--- src/rtl/lane_pkg.sv ---
// Shared constants and types for the high-speed lane cell and its core-side controller
package lane_pkg;
  // ***************************************************************
  // Widths and depths
  // ***************************************************************
  localparam int WORD_W = 8;
  localparam int SER_FACTOR = 8;
  localparam int DIV_W = 3;
  localparam logic [DIV_W-1:0] DIV_LAST = 3'h7;
  localparam int DELAY_W = 3;
  localparam logic [DELAY_W-1:0] DELAY_INIT = 3'h0;
  localparam logic [DELAY_W-1:0] DELAY_MAX = 3'h7;
  localparam logic [DELAY_W-1:0] DELAY_MIN = 3'h0;
  localparam int QUEUE_DEPTH = 4;
  localparam int QPTR_W = 2;
  localparam int QCNT_W = 3;
  localparam logic [QCNT_W-1:0] QCNT_FULL = 3'h4;
  localparam logic [QCNT_W-1:0] QCNT_ZERO = 3'h0;
  localparam logic [QCNT_W-1:0] QCNT_ONE = 3'h1;
  localparam logic [QPTR_W-1:0] QPTR_ONE = 2'h1;
  localparam logic [WORD_W-1:0] WORD_ZERO = 8'h00;

  // ***************************************************************
  // Lane roles
  // ***************************************************************
  typedef enum logic [1:0] {
    ROLE_RX_DATA,
    ROLE_RX_CLOCK,
    ROLE_TX
  } lane_role_t;
endpackage

--- src/rtl/lane_if.sv ---
// Link between the lane cell and the core-side D-PHY controller
`timescale 1ns/1ps
`default_nettype none
interface lane_if;
  import lane_pkg::*;
  logic [WORD_W-1:0] hs_rx_word;
  logic [WORD_W-1:0] hs_tx_word;
  logic lp_pos_rx_level;
  logic lp_neg_rx_level;
  logic lp_pos_tx_level;
  logic lp_neg_tx_level;
  logic lp_pos_drive_en;
  logic lp_neg_drive_en;
  logic hs_drive_en;
  logic hs_rx_buffer_en;
  logic hs_rx_termination_en;
  logic rx_queue_empty;
  logic rx_queue_read_en;
  logic rx_queue_read_clk;
  logic rx_reset;
  logic tx_reset;
  logic delay_step_en;
  logic delay_step_up;
  logic delay_counter_clear;
  logic parallel_clk;
  logic serial_clk;
  logic core_parallel_clk_out;

  modport lane (
    output hs_rx_word, lp_pos_rx_level, lp_neg_rx_level, rx_queue_empty,
    output core_parallel_clk_out,
    input hs_tx_word, lp_pos_tx_level, lp_neg_tx_level, lp_pos_drive_en, lp_neg_drive_en,
    input hs_drive_en, hs_rx_buffer_en, hs_rx_termination_en, rx_queue_read_en,
    input rx_queue_read_clk, rx_reset, tx_reset, delay_step_en, delay_step_up,
    input delay_counter_clear, parallel_clk, serial_clk
  );

  modport core (
    input hs_rx_word, lp_pos_rx_level, lp_neg_rx_level, rx_queue_empty,
    input core_parallel_clk_out,
    output hs_tx_word, lp_pos_tx_level, lp_neg_tx_level, lp_pos_drive_en, lp_neg_drive_en,
    output hs_drive_en, hs_rx_buffer_en, hs_rx_termination_en, rx_queue_read_en,
    output rx_queue_read_clk, rx_reset, tx_reset, delay_step_en, delay_step_up,
    output delay_counter_clear, parallel_clk, serial_clk
  );
endinterface
`default_nettype wire

--- src/rtl/lane_cell.sv ---
// Lane cell: x8 serializer/deserializer, receive queue, delay taps and pad drive
`timescale 1ns/1ps
`default_nettype none

// Overview of operation
// - Receive word is eight bits, parallel-clock timed
// - Core supplies eight-bit transmit word on parallel clock
// - Receive reset clears queue and deserializer
// - Delay step enable moves delay up/down
// - Delay clear returns delay to initial tap
// - Queue empty flag registered every CLK_IN cycle
// - Core read enable pops one queue word
// - Clock lane gives core a parallel clock
// - Core uses that clock as queue read clock
// - Clock lane derives clocks from pads, group-only
// - Transmit clocks come from an external synthesizer
// - Low-power pad levels returned to core, registered on CLK_IN
// - Reversible receive lane accepts low-power drive
// - Each low-power pad driven only when enabled
// - Reversible transmit lane returns pad levels
// - Serial data driven only while enable asserted
// - Core switches receive buffer and termination
// - Factor-eight high-speed, low-power bypasses deserializer
module lane_cell
  import lane_pkg::*;
(
  input wire logic CLK_IN,
  input wire logic RESET_IN,
  input wire lane_role_t LANE_ROLE_IN,
  input wire logic PAD_P_IN,
  input wire logic PAD_N_IN,
  output logic PAD_P_OUT,
  output logic PAD_P_OE_N_OUT,
  output logic PAD_N_OUT,
  output logic PAD_N_OE_N_OUT,
  output logic HS_TERMINATION_OUT,
  input wire logic GROUP_PARALLEL_CLK_IN,
  input wire logic GROUP_SERIAL_CLK_IN,
  output logic LANE_PARALLEL_CLK_OUT,
  output logic LANE_SERIAL_CLK_OUT,
  lane_if.lane bus
);

  // ***************************************************************
  // Role decode and clock enables
  // ***************************************************************
  logic pad_p_q;
  logic [DIV_W-1:0] div_q;
  wire is_tx = (LANE_ROLE_IN == ROLE_TX);
  wire is_clk_lane = (LANE_ROLE_IN == ROLE_RX_CLOCK);
  // Clock lane sees its serial clock as transitions on the P pad
  wire pad_edge = PAD_P_IN ^ pad_p_q;
  wire own_par_tick = pad_edge && (div_q == DIV_LAST);
  wire serial_en = is_tx ? bus.serial_clk :
                   (is_clk_lane ? pad_edge : GROUP_SERIAL_CLK_IN);
  wire parallel_en = is_tx ? bus.parallel_clk :
                     (is_clk_lane ? own_par_tick : GROUP_PARALLEL_CLK_IN);

  // Sampled through reset too, so a pad idling high gives no false edge
  always_ff @(posedge CLK_IN) begin
    pad_p_q <= PAD_P_IN;
  end

  always_ff @(posedge CLK_IN) begin
    if (RESET_IN || !is_clk_lane) begin
      div_q <= 3'h0; // First tick on the eighth pad edge, never a part word
    end else if (pad_edge) begin
      div_q <= div_q + 3'h1;
    end
  end

  // Only clock lanes drive the group buses; data lanes keep them low
  always_ff @(posedge CLK_IN) begin
    if (RESET_IN) begin
      LANE_PARALLEL_CLK_OUT <= 1'b0;
      LANE_SERIAL_CLK_OUT <= 1'b0;
      bus.core_parallel_clk_out <= 1'b0;
    end else begin
      LANE_PARALLEL_CLK_OUT <= is_clk_lane && own_par_tick;
      LANE_SERIAL_CLK_OUT <= is_clk_lane && pad_edge;
      bus.core_parallel_clk_out <= is_clk_lane && own_par_tick;
    end
  end

  // ***************************************************************
  // Low-power levels back to the core
  // ***************************************************************
  always_ff @(posedge CLK_IN) begin
    if (RESET_IN) begin
      bus.lp_pos_rx_level <= 1'b0;
      bus.lp_neg_rx_level <= 1'b0;
    end else begin
      bus.lp_pos_rx_level <= PAD_P_IN;
      bus.lp_neg_rx_level <= PAD_N_IN;
    end
  end

  // ***************************************************************
  // Input delay taps
  // ***************************************************************
  logic [DELAY_W-1:0] delay_q;
  logic [SER_FACTOR-1:0] delay_line_q;
  wire delay_at_max = (delay_q == DELAY_MAX);
  wire delay_at_min = (delay_q == DELAY_MIN);
  wire delayed_bit = delay_line_q[delay_q];

  always_ff @(posedge CLK_IN) begin
    if (RESET_IN) begin
      delay_q <= DELAY_INIT;
    end else if (parallel_en && bus.delay_counter_clear) begin
      delay_q <= DELAY_INIT;
    end else if (parallel_en && bus.delay_step_en) begin
      // Saturate at the ends rather than wrap, so a sweep never jumps
      if (bus.delay_step_up && !delay_at_max) begin
        delay_q <= delay_q + 3'h1;
      end else if (!bus.delay_step_up && !delay_at_min) begin
        delay_q <= delay_q - 3'h1;
      end
    end
  end

  always_ff @(posedge CLK_IN) begin
    if (RESET_IN) begin
      delay_line_q <= WORD_ZERO;
    end else begin
      delay_line_q <= {delay_line_q[SER_FACTOR-2:0], PAD_P_IN};
    end
  end

  // ***************************************************************
  // Deserializer
  // ***************************************************************
  logic [WORD_W-1:0] rx_shift_q;
  wire hs_rx_active = !is_tx && bus.hs_rx_buffer_en;
  // First received bit ends up in bit 0
  wire [WORD_W-1:0] rx_shift_d = {delayed_bit, rx_shift_q[WORD_W-1:1]};

  always_ff @(posedge CLK_IN) begin
    if (RESET_IN || bus.rx_reset) begin
      rx_shift_q <= WORD_ZERO;
    end else if (hs_rx_active && serial_en) begin
      rx_shift_q <= rx_shift_d;
    end
  end

  // ***************************************************************
  // Receive queue
  // ***************************************************************
  logic [WORD_W-1:0] queue_mem [QUEUE_DEPTH];
  logic [QPTR_W-1:0] wr_ptr_q;
  logic [QPTR_W-1:0] rd_ptr_q;
  logic [QCNT_W-1:0] count_q;
  wire [WORD_W-1:0] push_word = serial_en ? rx_shift_d : rx_shift_q;
  // Words arriving while full are dropped; the queue never overwrites
  wire push = hs_rx_active && parallel_en && (count_q != QCNT_FULL);
  wire pop = bus.rx_queue_read_clk && bus.rx_queue_read_en && (count_q != QCNT_ZERO);
  wire [QCNT_W-1:0] count_d = count_q + (push ? QCNT_ONE : QCNT_ZERO)
                              - (pop ? QCNT_ONE : QCNT_ZERO);

  always_ff @(posedge CLK_IN) begin
    if (push) begin
      queue_mem[wr_ptr_q] <= push_word;
    end
  end

  always_ff @(posedge CLK_IN) begin
    if (RESET_IN || bus.rx_reset) begin
      wr_ptr_q <= 2'h0;
      rd_ptr_q <= 2'h0;
      count_q <= QCNT_ZERO;
      bus.rx_queue_empty <= 1'b1;
      bus.hs_rx_word <= WORD_ZERO;
    end else begin
      count_q <= count_d;
      bus.rx_queue_empty <= (count_d == QCNT_ZERO);
      if (push) begin
        wr_ptr_q <= wr_ptr_q + QPTR_ONE;
      end
      if (pop) begin
        rd_ptr_q <= rd_ptr_q + QPTR_ONE;
        bus.hs_rx_word <= queue_mem[rd_ptr_q];
      end
    end
  end

  // ***************************************************************
  // Serializer
  // ***************************************************************
  logic [WORD_W-1:0] tx_shift_q;

  always_ff @(posedge CLK_IN) begin
    if (RESET_IN || bus.tx_reset) begin
      tx_shift_q <= WORD_ZERO;
    end else if (is_tx && parallel_en) begin
      tx_shift_q <= bus.hs_tx_word;
    end else if (is_tx && serial_en) begin
      tx_shift_q <= {1'b0, tx_shift_q[WORD_W-1:1]};
    end
  end

  // ***************************************************************
  // Pad drive
  // ***************************************************************
  wire hs_drive = is_tx && bus.hs_drive_en;
  wire tx_bit = tx_shift_q[0];
  // Low-power drive also serves a reversible receive lane
  wire p_level_d = hs_drive ? tx_bit : bus.lp_pos_tx_level;
  wire n_level_d = hs_drive ? !tx_bit : bus.lp_neg_tx_level;
  wire p_oe_n_d = !(hs_drive || bus.lp_pos_drive_en);
  wire n_oe_n_d = !(hs_drive || bus.lp_neg_drive_en);

  always_ff @(posedge CLK_IN) begin
    if (RESET_IN) begin
      PAD_P_OUT <= 1'b0;
      PAD_N_OUT <= 1'b0;
      PAD_P_OE_N_OUT <= 1'b1;
      PAD_N_OE_N_OUT <= 1'b1;
      HS_TERMINATION_OUT <= 1'b0;
    end else begin
      PAD_P_OUT <= p_level_d;
      PAD_N_OUT <= n_level_d;
      PAD_P_OE_N_OUT <= p_oe_n_d;
      PAD_N_OE_N_OUT <= n_oe_n_d;
      HS_TERMINATION_OUT <= !is_tx && bus.hs_rx_termination_en;
    end
  end

endmodule // lane_cell
`default_nettype wire

--- src/flat_wrapper.sv ---
// flat-port wrapper written by rule: the top's interface ports become plain ports
module lane_cell_flat import lane_pkg::*;
  (CLK_IN, RESET_IN, LANE_ROLE_IN, PAD_P_IN, PAD_N_IN, PAD_P_OUT, PAD_P_OE_N_OUT, PAD_N_OUT, PAD_N_OE_N_OUT, HS_TERMINATION_OUT, GROUP_PARALLEL_CLK_IN, GROUP_SERIAL_CLK_IN, LANE_PARALLEL_CLK_OUT, LANE_SERIAL_CLK_OUT, bus_hs_rx_word, bus_lp_pos_rx_level, bus_lp_neg_rx_level, bus_rx_queue_empty, bus_core_parallel_clk_out, bus_hs_tx_word, bus_lp_pos_tx_level, bus_lp_neg_tx_level, bus_lp_pos_drive_en, bus_lp_neg_drive_en, bus_hs_drive_en, bus_hs_rx_buffer_en, bus_hs_rx_termination_en, bus_rx_queue_read_en, bus_rx_queue_read_clk, bus_rx_reset, bus_tx_reset, bus_delay_step_en, bus_delay_step_up, bus_delay_counter_clear, bus_parallel_clk, bus_serial_clk);
  lane_if bus_i ();
  input wire logic CLK_IN;
  input wire logic RESET_IN;
  input wire lane_role_t LANE_ROLE_IN;
  input wire logic PAD_P_IN;
  input wire logic PAD_N_IN;
  output logic PAD_P_OUT;
  output logic PAD_P_OE_N_OUT;
  output logic PAD_N_OUT;
  output logic PAD_N_OE_N_OUT;
  output logic HS_TERMINATION_OUT;
  input wire logic GROUP_PARALLEL_CLK_IN;
  input wire logic GROUP_SERIAL_CLK_IN;
  output logic LANE_PARALLEL_CLK_OUT;
  output logic LANE_SERIAL_CLK_OUT;
  output wire logic [$bits(bus_i.hs_rx_word)-1:0] bus_hs_rx_word;
  output wire logic [$bits(bus_i.lp_pos_rx_level)-1:0] bus_lp_pos_rx_level;
  output wire logic [$bits(bus_i.lp_neg_rx_level)-1:0] bus_lp_neg_rx_level;
  output wire logic [$bits(bus_i.rx_queue_empty)-1:0] bus_rx_queue_empty;
  output wire logic [$bits(bus_i.core_parallel_clk_out)-1:0] bus_core_parallel_clk_out;
  input wire logic [$bits(bus_i.hs_tx_word)-1:0] bus_hs_tx_word;
  input wire logic [$bits(bus_i.lp_pos_tx_level)-1:0] bus_lp_pos_tx_level;
  input wire logic [$bits(bus_i.lp_neg_tx_level)-1:0] bus_lp_neg_tx_level;
  input wire logic [$bits(bus_i.lp_pos_drive_en)-1:0] bus_lp_pos_drive_en;
  input wire logic [$bits(bus_i.lp_neg_drive_en)-1:0] bus_lp_neg_drive_en;
  input wire logic [$bits(bus_i.hs_drive_en)-1:0] bus_hs_drive_en;
  input wire logic [$bits(bus_i.hs_rx_buffer_en)-1:0] bus_hs_rx_buffer_en;
  input wire logic [$bits(bus_i.hs_rx_termination_en)-1:0] bus_hs_rx_termination_en;
  input wire logic [$bits(bus_i.rx_queue_read_en)-1:0] bus_rx_queue_read_en;
  input wire logic [$bits(bus_i.rx_queue_read_clk)-1:0] bus_rx_queue_read_clk;
  input wire logic [$bits(bus_i.rx_reset)-1:0] bus_rx_reset;
  input wire logic [$bits(bus_i.tx_reset)-1:0] bus_tx_reset;
  input wire logic [$bits(bus_i.delay_step_en)-1:0] bus_delay_step_en;
  input wire logic [$bits(bus_i.delay_step_up)-1:0] bus_delay_step_up;
  input wire logic [$bits(bus_i.delay_counter_clear)-1:0] bus_delay_counter_clear;
  input wire logic [$bits(bus_i.parallel_clk)-1:0] bus_parallel_clk;
  input wire logic [$bits(bus_i.serial_clk)-1:0] bus_serial_clk;
  assign bus_hs_rx_word = bus_i.hs_rx_word;
  assign bus_lp_pos_rx_level = bus_i.lp_pos_rx_level;
  assign bus_lp_neg_rx_level = bus_i.lp_neg_rx_level;
  assign bus_rx_queue_empty = bus_i.rx_queue_empty;
  assign bus_core_parallel_clk_out = bus_i.core_parallel_clk_out;
  assign bus_i.hs_tx_word = bus_hs_tx_word;
  assign bus_i.lp_pos_tx_level = bus_lp_pos_tx_level;
  assign bus_i.lp_neg_tx_level = bus_lp_neg_tx_level;
  assign bus_i.lp_pos_drive_en = bus_lp_pos_drive_en;
  assign bus_i.lp_neg_drive_en = bus_lp_neg_drive_en;
  assign bus_i.hs_drive_en = bus_hs_drive_en;
  assign bus_i.hs_rx_buffer_en = bus_hs_rx_buffer_en;
  assign bus_i.hs_rx_termination_en = bus_hs_rx_termination_en;
  assign bus_i.rx_queue_read_en = bus_rx_queue_read_en;
  assign bus_i.rx_queue_read_clk = bus_rx_queue_read_clk;
  assign bus_i.rx_reset = bus_rx_reset;
  assign bus_i.tx_reset = bus_tx_reset;
  assign bus_i.delay_step_en = bus_delay_step_en;
  assign bus_i.delay_step_up = bus_delay_step_up;
  assign bus_i.delay_counter_clear = bus_delay_counter_clear;
  assign bus_i.parallel_clk = bus_parallel_clk;
  assign bus_i.serial_clk = bus_serial_clk;
  lane_cell u_core (.CLK_IN(CLK_IN), .RESET_IN(RESET_IN), .LANE_ROLE_IN(LANE_ROLE_IN), .PAD_P_IN(PAD_P_IN), .PAD_N_IN(PAD_N_IN), .PAD_P_OUT(PAD_P_OUT), .PAD_P_OE_N_OUT(PAD_P_OE_N_OUT), .PAD_N_OUT(PAD_N_OUT), .PAD_N_OE_N_OUT(PAD_N_OE_N_OUT), .HS_TERMINATION_OUT(HS_TERMINATION_OUT), .GROUP_PARALLEL_CLK_IN(GROUP_PARALLEL_CLK_IN), .GROUP_SERIAL_CLK_IN(GROUP_SERIAL_CLK_IN), .LANE_PARALLEL_CLK_OUT(LANE_PARALLEL_CLK_OUT), .LANE_SERIAL_CLK_OUT(LANE_SERIAL_CLK_OUT), .bus(bus_i));
endmodule
--- config.mk ---
export PLATFORM = sky130hd
export DESIGN_NAME = lane_cell_flat
export DESIGN_NICKNAME = d
export VERILOG_FILES = /design/src/rtl/lane_pkg.sv /design/src/rtl/lane_if.sv /design/src/rtl/lane_cell.sv /design/src/flat_wrapper.sv
export SDC_FILE = /design/constraint.sdc
export NUM_CORES = 1
export LEC_CHECK = 0
export BUFFER_PORTS_ARGS = -buffer_cell sky130_fd_sc_hd__buf_2
export CAP_MARGIN = 10
export CORE_UTILIZATION = 35
export DETAILED_ROUTE_END_ITERATION = 10
export REMOVE_ABC_BUFFERS = 1
export SYNTH_ARGS = -nofsm -noshare
export SYNTH_HDL_FRONTEND = slang
export SYNTH_SLANG_ARGS = --single-unit
--- constraint.sdc ---
create_clock -name CLK_IN -period 2.9 [get_ports CLK_IN]
set_input_delay 0.145 -clock CLK_IN [delete_from_list [all_inputs] [get_ports CLK_IN]]
set_output_delay 0.145 -clock CLK_IN [all_outputs]
set_load 0.1 [all_outputs]
==> results of run 1 <==
==> worst reg2reg max path, delay by kind of cell (launching register included) <==
kind	cells	cell delay, ns
AO/OA/AOI/OAI	2	0.65
AND/OR/NAND/NOR	1	0.20
flip-flops	1	0.40
buffers and inverters	1	0.05
XOR/XNOR	3	0.58
adder cells (fa/ha/maj)	2	0.58
==> synth_stat cells, types with 2 or more instances <==
cell type / instances
a21oi_1: 23
a221oi_1: 2
a31oi_1: 2
and2_1: 6
and3_1: 2
clkbuf_1: 13
dfxtp_1: 55
edfxtp_1: 32
fa_1: 2
ha_1: 8
inv_1: 12
mux2_2: 10
mux2i_1: 10
mux4_2: 10
nand2_1: 32
nand3_1: 8
nor2_1: 27
nor2b_1: 10
nor3_1: 2
nor3b_1: 2
o21ai_0: 3
o21bai_1: 2
or2_2: 2
xnor2_1: 8
xor2_1: 2
==> power groups by stage <==
stage	Clock, uW	Combinational, uW	Sequential, uW
3_3_place_gp	0	191	1310
6_report	821	198	1290
2_1_floorplan	0	83.4	1360
4_1_cts	852	199	1290
3_5_place_dp	0	194	1310
5_1_grt	897	216	1290
==> routing by layer <==
metal	wire, um	track usage	part of all wire
met1	2790	0.149	0.46
met2	2870	0.229	0.48
met3	236	0.0407	0.039
met4	117	0.0553	0.019
met5	0	0	0
==> through the flow <==
| stage | cell area [um^2] | TNS [ns] | utilization |
|---|---|---|---|
| 2_1_floorplan | 3510 | -0.0164 | - |
| 3_3_place_gp | 3950 | 0 | 0.402 |
| 3_5_place_dp | 3950 | 0 | 0.402 |
| 4_1_cts | 4190 | 0 | 0.427 |
| 5_1_grt | 4200 | 0 | 0.428 |
| 6_report | 4200 | 0 | 0.428 |
==> layout make-up <==
class                   count  area (um^2)  area share
flip-flops and latches     87         2060       0.491
repair buffers             59          330      0.0786
clock buffers               9          124      0.0295
well taps                 133          166      0.0396
clock inverters             7         73.8      0.0176
inverters                  12         45.0      0.0107
multi-input cells         187         1400       0.333
==> kinds of logic (layout without fill, tap and decap cells) <==
| logic type | count (synthesis) | count (layout) |
|---|---|---|
| flops | 87 | 87 |
| compound gates | 39 | 39 |
| buf+inv | 28 | 87 |
| xor+xnor | 11 | 11 |
| simple gates | 97 | 97 |
| fa+ha+maj | 10 | 10 |
| mux | 30 | 30 |
==> state kept, by name, summed over array words and instances (netlist names) <==
signal / count
u_core.HS_TERMINATION_OUT: 1
u_core.LANE_SERIAL_CLK_OUT: 1
u_core.PAD_N_OE_N_OUT: 1
u_core.PAD_N_OUT: 1
u_core.PAD_P_OE_N_OUT: 1
u_core.PAD_P_OUT: 1
u_core.bus.core_parallel_clk_out: 1
u_core.bus.hs_rx_word: 8
u_core.bus.lp_neg_rx_level: 1
u_core.bus.rx_queue_empty: 1
u_core.count_q: 3
u_core.delay_line_q: 8
u_core.delay_q: 3
u_core.div_q: 3
u_core.pad_p_q: 1
u_core.queue_mem: 32
u_core.rd_ptr_q: 2
u_core.rx_shift_q: 8
u_core.tx_shift_q: 8
u_core.wr_ptr_q: 2
==> repair_timing <==
action                                  in CTS  in global routing
buffers inserted                             0                  1
endpoints found under the setup margin       0                  2
hold endpoints to repair                     5                  0
hold buffers                                 5                  0
==> worst min path at each step <==
stage | from | cells after the start | slack [ns] | end
floorplan | PAD_P_IN | 0 | 0.17 | u_core.pad_p_q$_DFF_P_
global placement | PAD_P_IN | 1 | 0.33 | u_core.pad_p_q$_DFF_P_
detailed placement | PAD_P_IN | 1 | 0.33 | u_core.pad_p_q$_DFF_P_
CTS | bus_lp_pos_tx_level | 3 | 0.005 | u_core.PAD_P_OUT$_SDFF_PP0_
global route | bus_hs_rx_termination_en | 2 | 0.01 | u_core.HS_TERMINATION_OUT$_SDFF_PP0_
finish | bus_lp_pos_tx_level | 3 | 0.02 | u_core.PAD_P_OUT$_SDFF_PP0_
==> flow_summary.toml, run 1 <==
[run_status]
status = "complete, no violations"

[yosys]
synth_xor_area_frac = 0.0291
synth-edff-count = 32
synth_top_family_by_area = "simple AND/OR/NAND/NOR gates"
synth_area_leader_cell = "dfxtp_1"
synth-compound-area-share = 0.0711
synth.area.top_cells = "dfxtp_1 (31%), edfxtp_1 (27%), mux4_2 (6.3%)"
synth-simple-area-share = 0.130
async_reset_ff_frac = 0
ys_ff_latch = 87
yosys_warnings = 0
synth-seq-area-share = 0.577
synthMuxAreaShare = 0.123
netlist_area_um2 = 3570
syn_avg_cell_area_um2 = 11.8
synth_top_area_frac = 0.308
synth_fa_ha_area_frac = 0.0392
ys.flop_type = "dfxtp_1"
netlist_instances = 302
synth_cell_types = 42

[setup_path]
rr_worst_depth = 9
critPathLaunchType = "input port"
worstPathRequired_ns = 3.16
worstSetupEndpoint = "u_core.bus.rx_queue_empty$_SDFF_PP1_"
r2r_slack_ns = 0.35
crit_arrival_ns = 2.88
crit_cells = 11
startpoint = "PAD_P_IN"
cp_cell_sequence = "dlygate4sd3_1, buf_2, xor2_2, nand4b_2, a2111oi_4, ha_1, inv_1, fa_1, xor2_1, xnor2_1, a31o_2"
path_max_fanout = 4
r2r-start = "u_core.pad_p_q$_DFF_P_"
cp_num_buf_inv = 3
slowest_stage = "dlygate4sd3_1"
crit_family = "buffers and inverters"
r2r_end = "u_core.bus.rx_queue_empty$_SDFF_PP1_"
critPathKind = "input port to register"
cp-end-kind = "register"
cpPeakStageDelay_ns = 0.53

[timing]
min_period_ns = 2.63
fin_crit_sh = 0.905
holdWs_ns = 0.0166
fin_ws_ns = 0.275
slew_violations = 0
rsz0062_at_grt = "false"
setup_violations = 0
finalHoldViolCount = 0
max_slew_margin = 0.426
clock_skew_ns = 0.0177
clock.fmax_ghz = 0.381
tightest_slew_ns = 0.856

[flow_run]
maxCapViolCount = 0

[clock_tree]
cts_tree = "yes"
root_buffer = "clkbuf_8"
insertion_delay_ns = 0.36
clkTransAtPathRegs_ns = 0.10
numCtsBuffers = 9
cts_resized = 0
numClockSinks = 87
ctsHtreeMaxLevel = 3
clockBufferDepth = 2

[floorplanning]
chipWidth_um = 103
io_pins = 51
rows = 36
start_util = 0.364
fp.dieH_um = 103
core_area_um2 = 9820
die_area_um2 = 10600

[route]
num_vias = 2255
via_per_inst = 4.56
drc_errors = 0
drt_pass1_iterations = 6
drt_iter0_markers = 29
post_drt_wl_per_cell_um = 12.2
ant_nets = 0
finalWirelength_um = 6020

[cells_and_area]
mostFrequentLayoutCells = "dfxtp_1 (55), buf_2 (50), nand2_1 (32), edfxtp_1 (32), nor2_1 (27)"
nNetsFinal = 398
drive_above_1_share = 0.274
filler_cell_count = 1003
fin_cells = 494
final_common_cell = "dfxtp_1"
area_delta_synth_final_pct = 17.6
antenna_cells = 0

[global_route]
grt_pass1_vias = 2295
globalRouteOverflowTotal = 0
grt_first_pass_wirelength_um = 10400
grt_start_max_net_pins = 25
gr-usage-all-layers = 0.131
antenna_found_initial = 0

[power_and_ir_drop]
p_switching_uw = 623
seq_power_share = 0.558
total_power_uw = 2310
power_density_nw_per_um2 = 549
switching_share = 0.270
vdd_drop_max_v = 0.000194
p_leak_uw = 0.00161
power_frac_comb = 0.086
clockPowerShare = 0.356
internal_power_uw = 1680

[placement]
finalWeightedCongestion = 0.731
placed_cells = 472
pre_cts_ws_ns = 0.160
port_buffers = 50
hpwl_um = 4230

[worst_hold_path]
min_path_type = "input port to register"
(Power assumes the default switching activity.)
==> run 2, diff against run 1 <==
- ABC_AREA: not set -> 1
- CORE_UTILIZATION: 35 -> 51
- PLACE_DENSITY: not set -> 0.75
==> run 2 against run 1 <==
- non-clock buffer count up 1
- critical path depth grew 5
- via count up 26%
- critical endpoint unchanged
==> flow_summary.toml, run 2 <==
[run_status]
status = "complete, no violations"

[global_route]
antenna_found_initial = 0
grt_first_pass_wirelength_um = 11400
grt_pass1_vias = 2658
grt_start_max_net_pins = 23
gr-usage-all-layers = 0.199
globalRouteOverflowTotal = 0

[yosys]
yosys_warnings = 0
synth_top_area_frac = 0.304
synth.area.top_cells = "dfxtp_1 (30%), edfxtp_1 (27%), nor2_1 (9.3%)"
netlist_area_um2 = 3630
synth.most_common_cell = "nor2_1"
ys_ff_latch = 87
synth-seq-area-share = 0.569
async_reset_ff_frac = 0
synth_area_leader_cell = "dfxtp_1"
synth-edff-count = 32
synth_cell_types = 30
syn_avg_cell_area_um2 = 8.70
netlist_instances = 417
ys.flop_type = "dfxtp_1"
synthTopCellsByCount = "nor2_1 (90), nand2_1 (63), dfxtp_1 (55)"

[cells_and_area]
final_common_cell = "nor2_1"
drive_above_1_share = 0.179
regMostFlops = "u_core.queue_mem"
mostFrequentLayoutCells = "nor2_1 (90), nand2_1 (63), dfxtp_1 (55), o21ai_0 (50), buf_2 (50)"
fin_cells = 577
antenna_cells = 0
area_delta_synth_final_pct = 16.0
nNetsFinal = 518
largest_register_ffs = 32

[power_and_ir_drop]
p_switching_uw = 654
internal_power_uw = 1690
switching_share = 0.279
power_frac_comb = 0.104
seq_power_share = 0.556
clockPowerShare = 0.340
vdd_drop_max_v = 0.000377
p_leak_uw = 0.00180
power_density_nw_per_um2 = 558

[timing]
min_period_ns = 2.42
clock_skew_ns = 0.0108
fin_setup_tns_ns = 0
finalHoldViolCount = 0
slew_violations = 0
tightest_slew_ns = 0.730
rsz0062_at_grt = "false"
clock.fmax_ghz = 0.414
holdWs_ns = 0.0111
max_slew_margin = 0.512
setup_violations = 0
fin_crit_sh = 0.834

[clock_tree]
insertion_delay_ns = 0.35
root_buffer = "clkbuf_8"
postCtsSetupBuffers = 0
ctsHtreeMaxLevel = 3
clockBufferDepth = 2
numCtsBuffers = 9
cts_tree = "yes"
numClockSinks = 87
clkTransAtPathRegs_ns = 0.10

[floorplanning]
start_util = 0.531
chipWidth_um = 86.3
rows = 30
fp.dieH_um = 86.3
io_pins = 51
die_area_um2 = 7450
core_area_um2 = 6830

[setup_path]
cp_cell_sequence = "dlygate4sd3_1, buf_2, inv_1, nand2_1, nand2_1, nand3_1, nand3_2, nand3_2, inv_1, ha_1, inv_1, fa_1, xnor2_1, xor2_1, nand3_1, nand2_1"
cp-end-kind = "register"
path_max_fanout = 9
critPathLaunchType = "input port"
slowest_stage = "dlygate4sd3_1"
crit_arrival_ns = 2.71
r2r_slack_ns = 0.58
worstPathRequired_ns = 3.20
critPathKind = "input port to register"
cpPeakStageDelay_ns = 0.53

[route]
post_drt_wl_per_cell_um = 11.8
drt_pass1_iterations = 4
drc_errors = 0
finalWirelength_um = 6800
num_vias = 2831
via_per_inst = 4.91
drt_iter0_markers = 143
ant_nets = 0

[placement]
hpwl_um = 4720
port_buffers = 50
finalWeightedCongestion = 0.816
placed_cells = 557

[worst_hold_path]
min_path_type = "input port to register"

[flow_run]
maxCapViolCount = 0
## run 2: worst max-delay path, delay by kind of cell
family	cells	cell delay, ns
adder cells (fa/ha/maj)	2	0.53
XOR/XNOR	2	0.39
buffers and inverters	5	0.88
AND/OR/NAND/NOR	7	0.77
## run 2: cells by family (layout without fill, tap and decap cells)
kind of cell	Yosys count	count (layout)	share of synthesized area
AO/OA/AOI/OAI	80	80	0.114
flip-flops	87	87	0.569
XOR/XNOR	2	2	0.00483
buffers and inverters	58	122	0.0652
adder cells (fa/ha/maj)	10	10	0.0386
AND/OR/NAND/NOR	180	180	0.208
## run 2: metrics by stage
step | area, um^2 | util | worst slack [ns] | total power [uW]
2_1_floorplan | 3560 | - | 0.647 | 1500
3_3_place_gp | 3980 | 0.582 | 0.727 | 1570
3_5_place_dp | 3980 | 0.582 | 0.606 | 1570
4_1_cts | 4210 | 0.616 | 0.507 | 2370
5_1_grt | 4210 | 0.616 | 0.271 | 2460
6_report | 4210 | 0.616 | 0.482 | 2350
## run 2: power groups by stage
stage | sequential [uW] | combinational (uW) | clock [uW]
final | 1310 | 244 | 797
after global placement | 1330 | 234 | 0
after CTS | 1310 | 245 | 816
after global routing | 1310 | 271 | 878
after detailed placement | 1330 | 239 | 0
after floorplan | 1390 | 113 | 0
## run 2: cell type report
class                           count  area [um^2]
Multi-Input combinational cell    272         1330
Timing Repair Buffer               60          335
Clock buffer                        9          124
Fill cell                         586         2630
Inverter                           46          174
Clock inverter                      7         62.6
Tap cell                           96          120
Sequential cell                    87         2060
## run 2: timing repair
action | 4_1_cts | 5_1_grt
hold endpoints to repair | 4 | 0
endpoints found under the setup margin | 0 | 0
gates resized for setup | 0 | 0
hold buffers | 4 | 0
## run 2: path summary, 6_finish.rpt
check,cells past startpoint,to,startpoint
setup / recovery,16,u_core.bus.rx_queue_empty$_SDFF_PP1_,PAD_P_IN
setup reg to reg,13,u_core.bus.rx_queue_empty$_SDFF_PP1_,u_core.div_q[0]$_SDFFE_PP0P_
hold reg to reg,2,u_core.delay_line_q[4]$_SDFF_PP0_,u_core.delay_line_q[3]$_SDFF_PP0_
hold / removal,3,u_core.HS_TERMINATION_OUT$_SDFF_PP0_,bus_hs_rx_termination_en
## run 2: per-layer routing
layer	part of all wire	global-route usage	routed length, um
met3	0.040	0.0343	269
met2	0.49	0.338	3300
met4	0.020	0.109	139
met5	0	0	0
met1	0.45	0.242	3090
==> run 3, diff against run 2 <==
- CORE_UTILIZATION: 51 -> 56
- PLACE_DENSITY: 0.75 -> 0.78
- clock period: 2.9 -> 2.35 ns (I/O delays scaled with it)
==> run 3 against run 2 <==
- largest cell class unchanged
- register-to-register slack lost 0.43 ns
- final cell count shrank 2.8%
- worst hold slack gained 0.0083 ns
- die area shrank 8.7%
- first-iteration DRC count shrank 3.5%
- setup slack lost 0.38 ns
- critical endpoint unchanged
- wire length grew 4.6%
- clock power grew 41%
- sequential power grew 23%
==> flow_summary.toml, run 3 (same netlist as run 2, synthesis figures left out) <==
[run_status]
status = "complete, no violations"

[placement]
finalWeightedCongestion = 0.750
place_area_um2 = 3970
port_buffers = 50
hpwl_um = 4890

[route]
finalWirelength_um = 7110
num_vias = 2912
via_per_inst = 5.19
post_drt_wl_per_cell_um = 12.7
drc_errors = 0
drt_iter0_markers = 138
drt_pass1_iterations = 4
ant_nets = 0

[clock_tree]
cts_tree = "yes"
ctsHtreeMaxLevel = 3
clockBufferDepth = 2
numClockSinks = 87
numCtsBuffers = 9
clkTransAtPathRegs_ns = 0.08
root_buffer = "clkbuf_8"
insertion_delay_ns = 0.34

[global_route]
grt_start_max_net_pins = 23
grt_pass1_vias = 2592
use_met1 = 0.252
gr-usage-all-layers = 0.228
grt_busiest_layer = "met2"
globalRouteOverflowTotal = 0
grtUsageMet3 = 0.0571
grt_use_met2 = 0.412
antenna_found_initial = 0
grt_first_pass_wirelength_um = 11400

[timing]
max_slew_margin = 0.672
slew_violations = 0
min_period_ns = 2.25
clock.fmax_ghz = 0.444
fin_setup_tns_ns = 0
finalHoldViolCount = 0
holdWs_ns = 0.0194
tightest_slew_ns = 0.495
fin_crit_sh = 0.958
clock_skew_ns = 0.00650
setup_violations = 0

[power_and_ir_drop]
total_power_uw = 3040
vdd_drop_max_v = 0.000411
p_switching_uw = 730
power_frac_comb = 0.103
internal_power_uw = 2310
clockPowerShare = 0.367
seq_power_share = 0.530
p_leak_uw = 0.00184
switching_share = 0.240
power_density_nw_per_um2 = 714

[cells_and_area]
antenna_cells = 0
drive_above_1_share = 0.185
mostFrequentLayoutCells = "nor2_1 (90), nand2_1 (63), dfxtp_1 (55), o21ai_0 (50), buf_2 (50)"
regMostFlops = "u_core.queue_mem"
area_delta_synth_final_pct = 17.5
final_area_um2 = 4260
largest_register_ffs = 32
nNetsFinal = 523
final_common_cell = "nor2_1"

[setup_path]
rr_worst_depth = 13
crit_arrival_ns = 2.54
critPathLaunchType = "input port"
critPathKind = "input port to register"
slowest_stage = "dlygate4sd3_1"
path_max_fanout = 6
r2r-start = "u_core.div_q[0]$_SDFFE_PP0P_"
cp_cell_sequence = "dlygate4sd3_1, buf_2, inv_1, nand2_1, nand2_1, nand3_2, nand3_2, nand3_2, inv_1, ha_1, inv_1, fa_1, xnor2_2, xor2_1, nand3_1, nand2_1"
cpPeakStageDelay_ns = 0.53
worstPathRequired_ns = 2.64
r2r_end = "u_core.bus.rx_queue_empty$_SDFF_PP1_"
r2r_slack_ns = 0.15
cp-end-kind = "register"

[floorplanning]
core_area_um2 = 6100
start_util = 0.595
fp.dieH_um = 82.5
rows = 28
io_pins = 51
die_area_um2 = 6800
chipWidth_um = 82.5

[worst_hold_path]
min_path_type = "input port to register"
whs_path_depth = 3
hp-start = "bus_hs_tx_word[6]"
min_to = "u_core.tx_shift_q[6]$_SDFFE_PP0P_"

[flow_run]
maxCapViolCount = 0
-- run 3: cell count changes in the layout (fill, tap and decap cells not counted), moves of 2 or more --
cell / change
clkinv_2: +2
buf_4: +4
clkbuf_1: +2
bufinv_16: +2
inv_6: -4
-- run 3: per-layer routing --
metal / share of wire / up-vias
met2: 0.50 / 83
met1: 0.44 / 1329
li1: - / 1490
met4: 0.012 / 0
met5: 0 / -
met3: 0.051 / 10
-- run 3: through the flow --
stage	std cells	setup slack, ns	util
finish	561	0.0976	0.699
global route	561	-0.0103	0.699
CTS	559	0.103	0.694
detailed placement	538	0.158	0.651
global placement	538	0.299	0.651
floorplan	405	0.0968	-
-- run 3: worst max-delay path by stage --
stage / start / end / slack (ns)
finish: PAD_P_IN / u_core.bus.rx_queue_empty$_SDFF_PP1_ / 0.1
global route: PAD_P_IN / u_core.bus.rx_queue_empty$_SDFF_PP1_ / -0.01
CTS: PAD_P_IN / u_core.bus.rx_queue_empty$_SDFF_PP1_ / 0.10
floorplan: u_core.count_q[1]$_SDFF_PP0_ / u_core.bus.rx_queue_empty$_SDFF_PP1_ / 0.1
detailed placement: u_core.count_q[1]$_SDFF_PP0_ / u_core.bus.rx_queue_empty$_SDFF_PP1_ / 0.16
global placement: u_core.div_q[0]$_SDFFE_PP0P_ / u_core.bus.rx_queue_empty$_SDFF_PP1_ / 0.30
-- run 3: worst max-delay path: cells and delay by family --
kind / cells / cell delay (ns)
simple gates: 7 / 0.69
buf+inv: 5 / 0.85
fa+ha+maj: 2 / 0.55
xor+xnor: 2 / 0.35
-- run 3: power groups by stage --
| stage | Combinational (uW) | Clock [uW] | Sequential (uW) |
|---|---|---|---|
| floorplan | 140 | 0 | 1720 |
| global placement | 290 | 0 | 1650 |
| detailed placement | 299 | 0 | 1650 |
| CTS | 307 | 1140 | 1610 |
| global route | 342 | 1200 | 1620 |
| finish | 312 | 1120 | 1610 |
-- run 3: timing repair --
item                                    CTS  global route
hold buffers                              5             0
buffers inserted                          0             2
endpoints found under the hold margin     5             0
gates resized for setup                   0             2
endpoints found under the setup margin    0             2
-- run 3: area by class of cell --
class | count | area [um^2]
inverter | 46 | 174
timing repair buffer | 65 | 375
clock buffer | 12 | 145
clock inverter | 4 | 70.1
multi-input combinational | 272 | 1340
sequential | 87 | 2060
tap | 75 | 93.8
fill | 486 | 1840
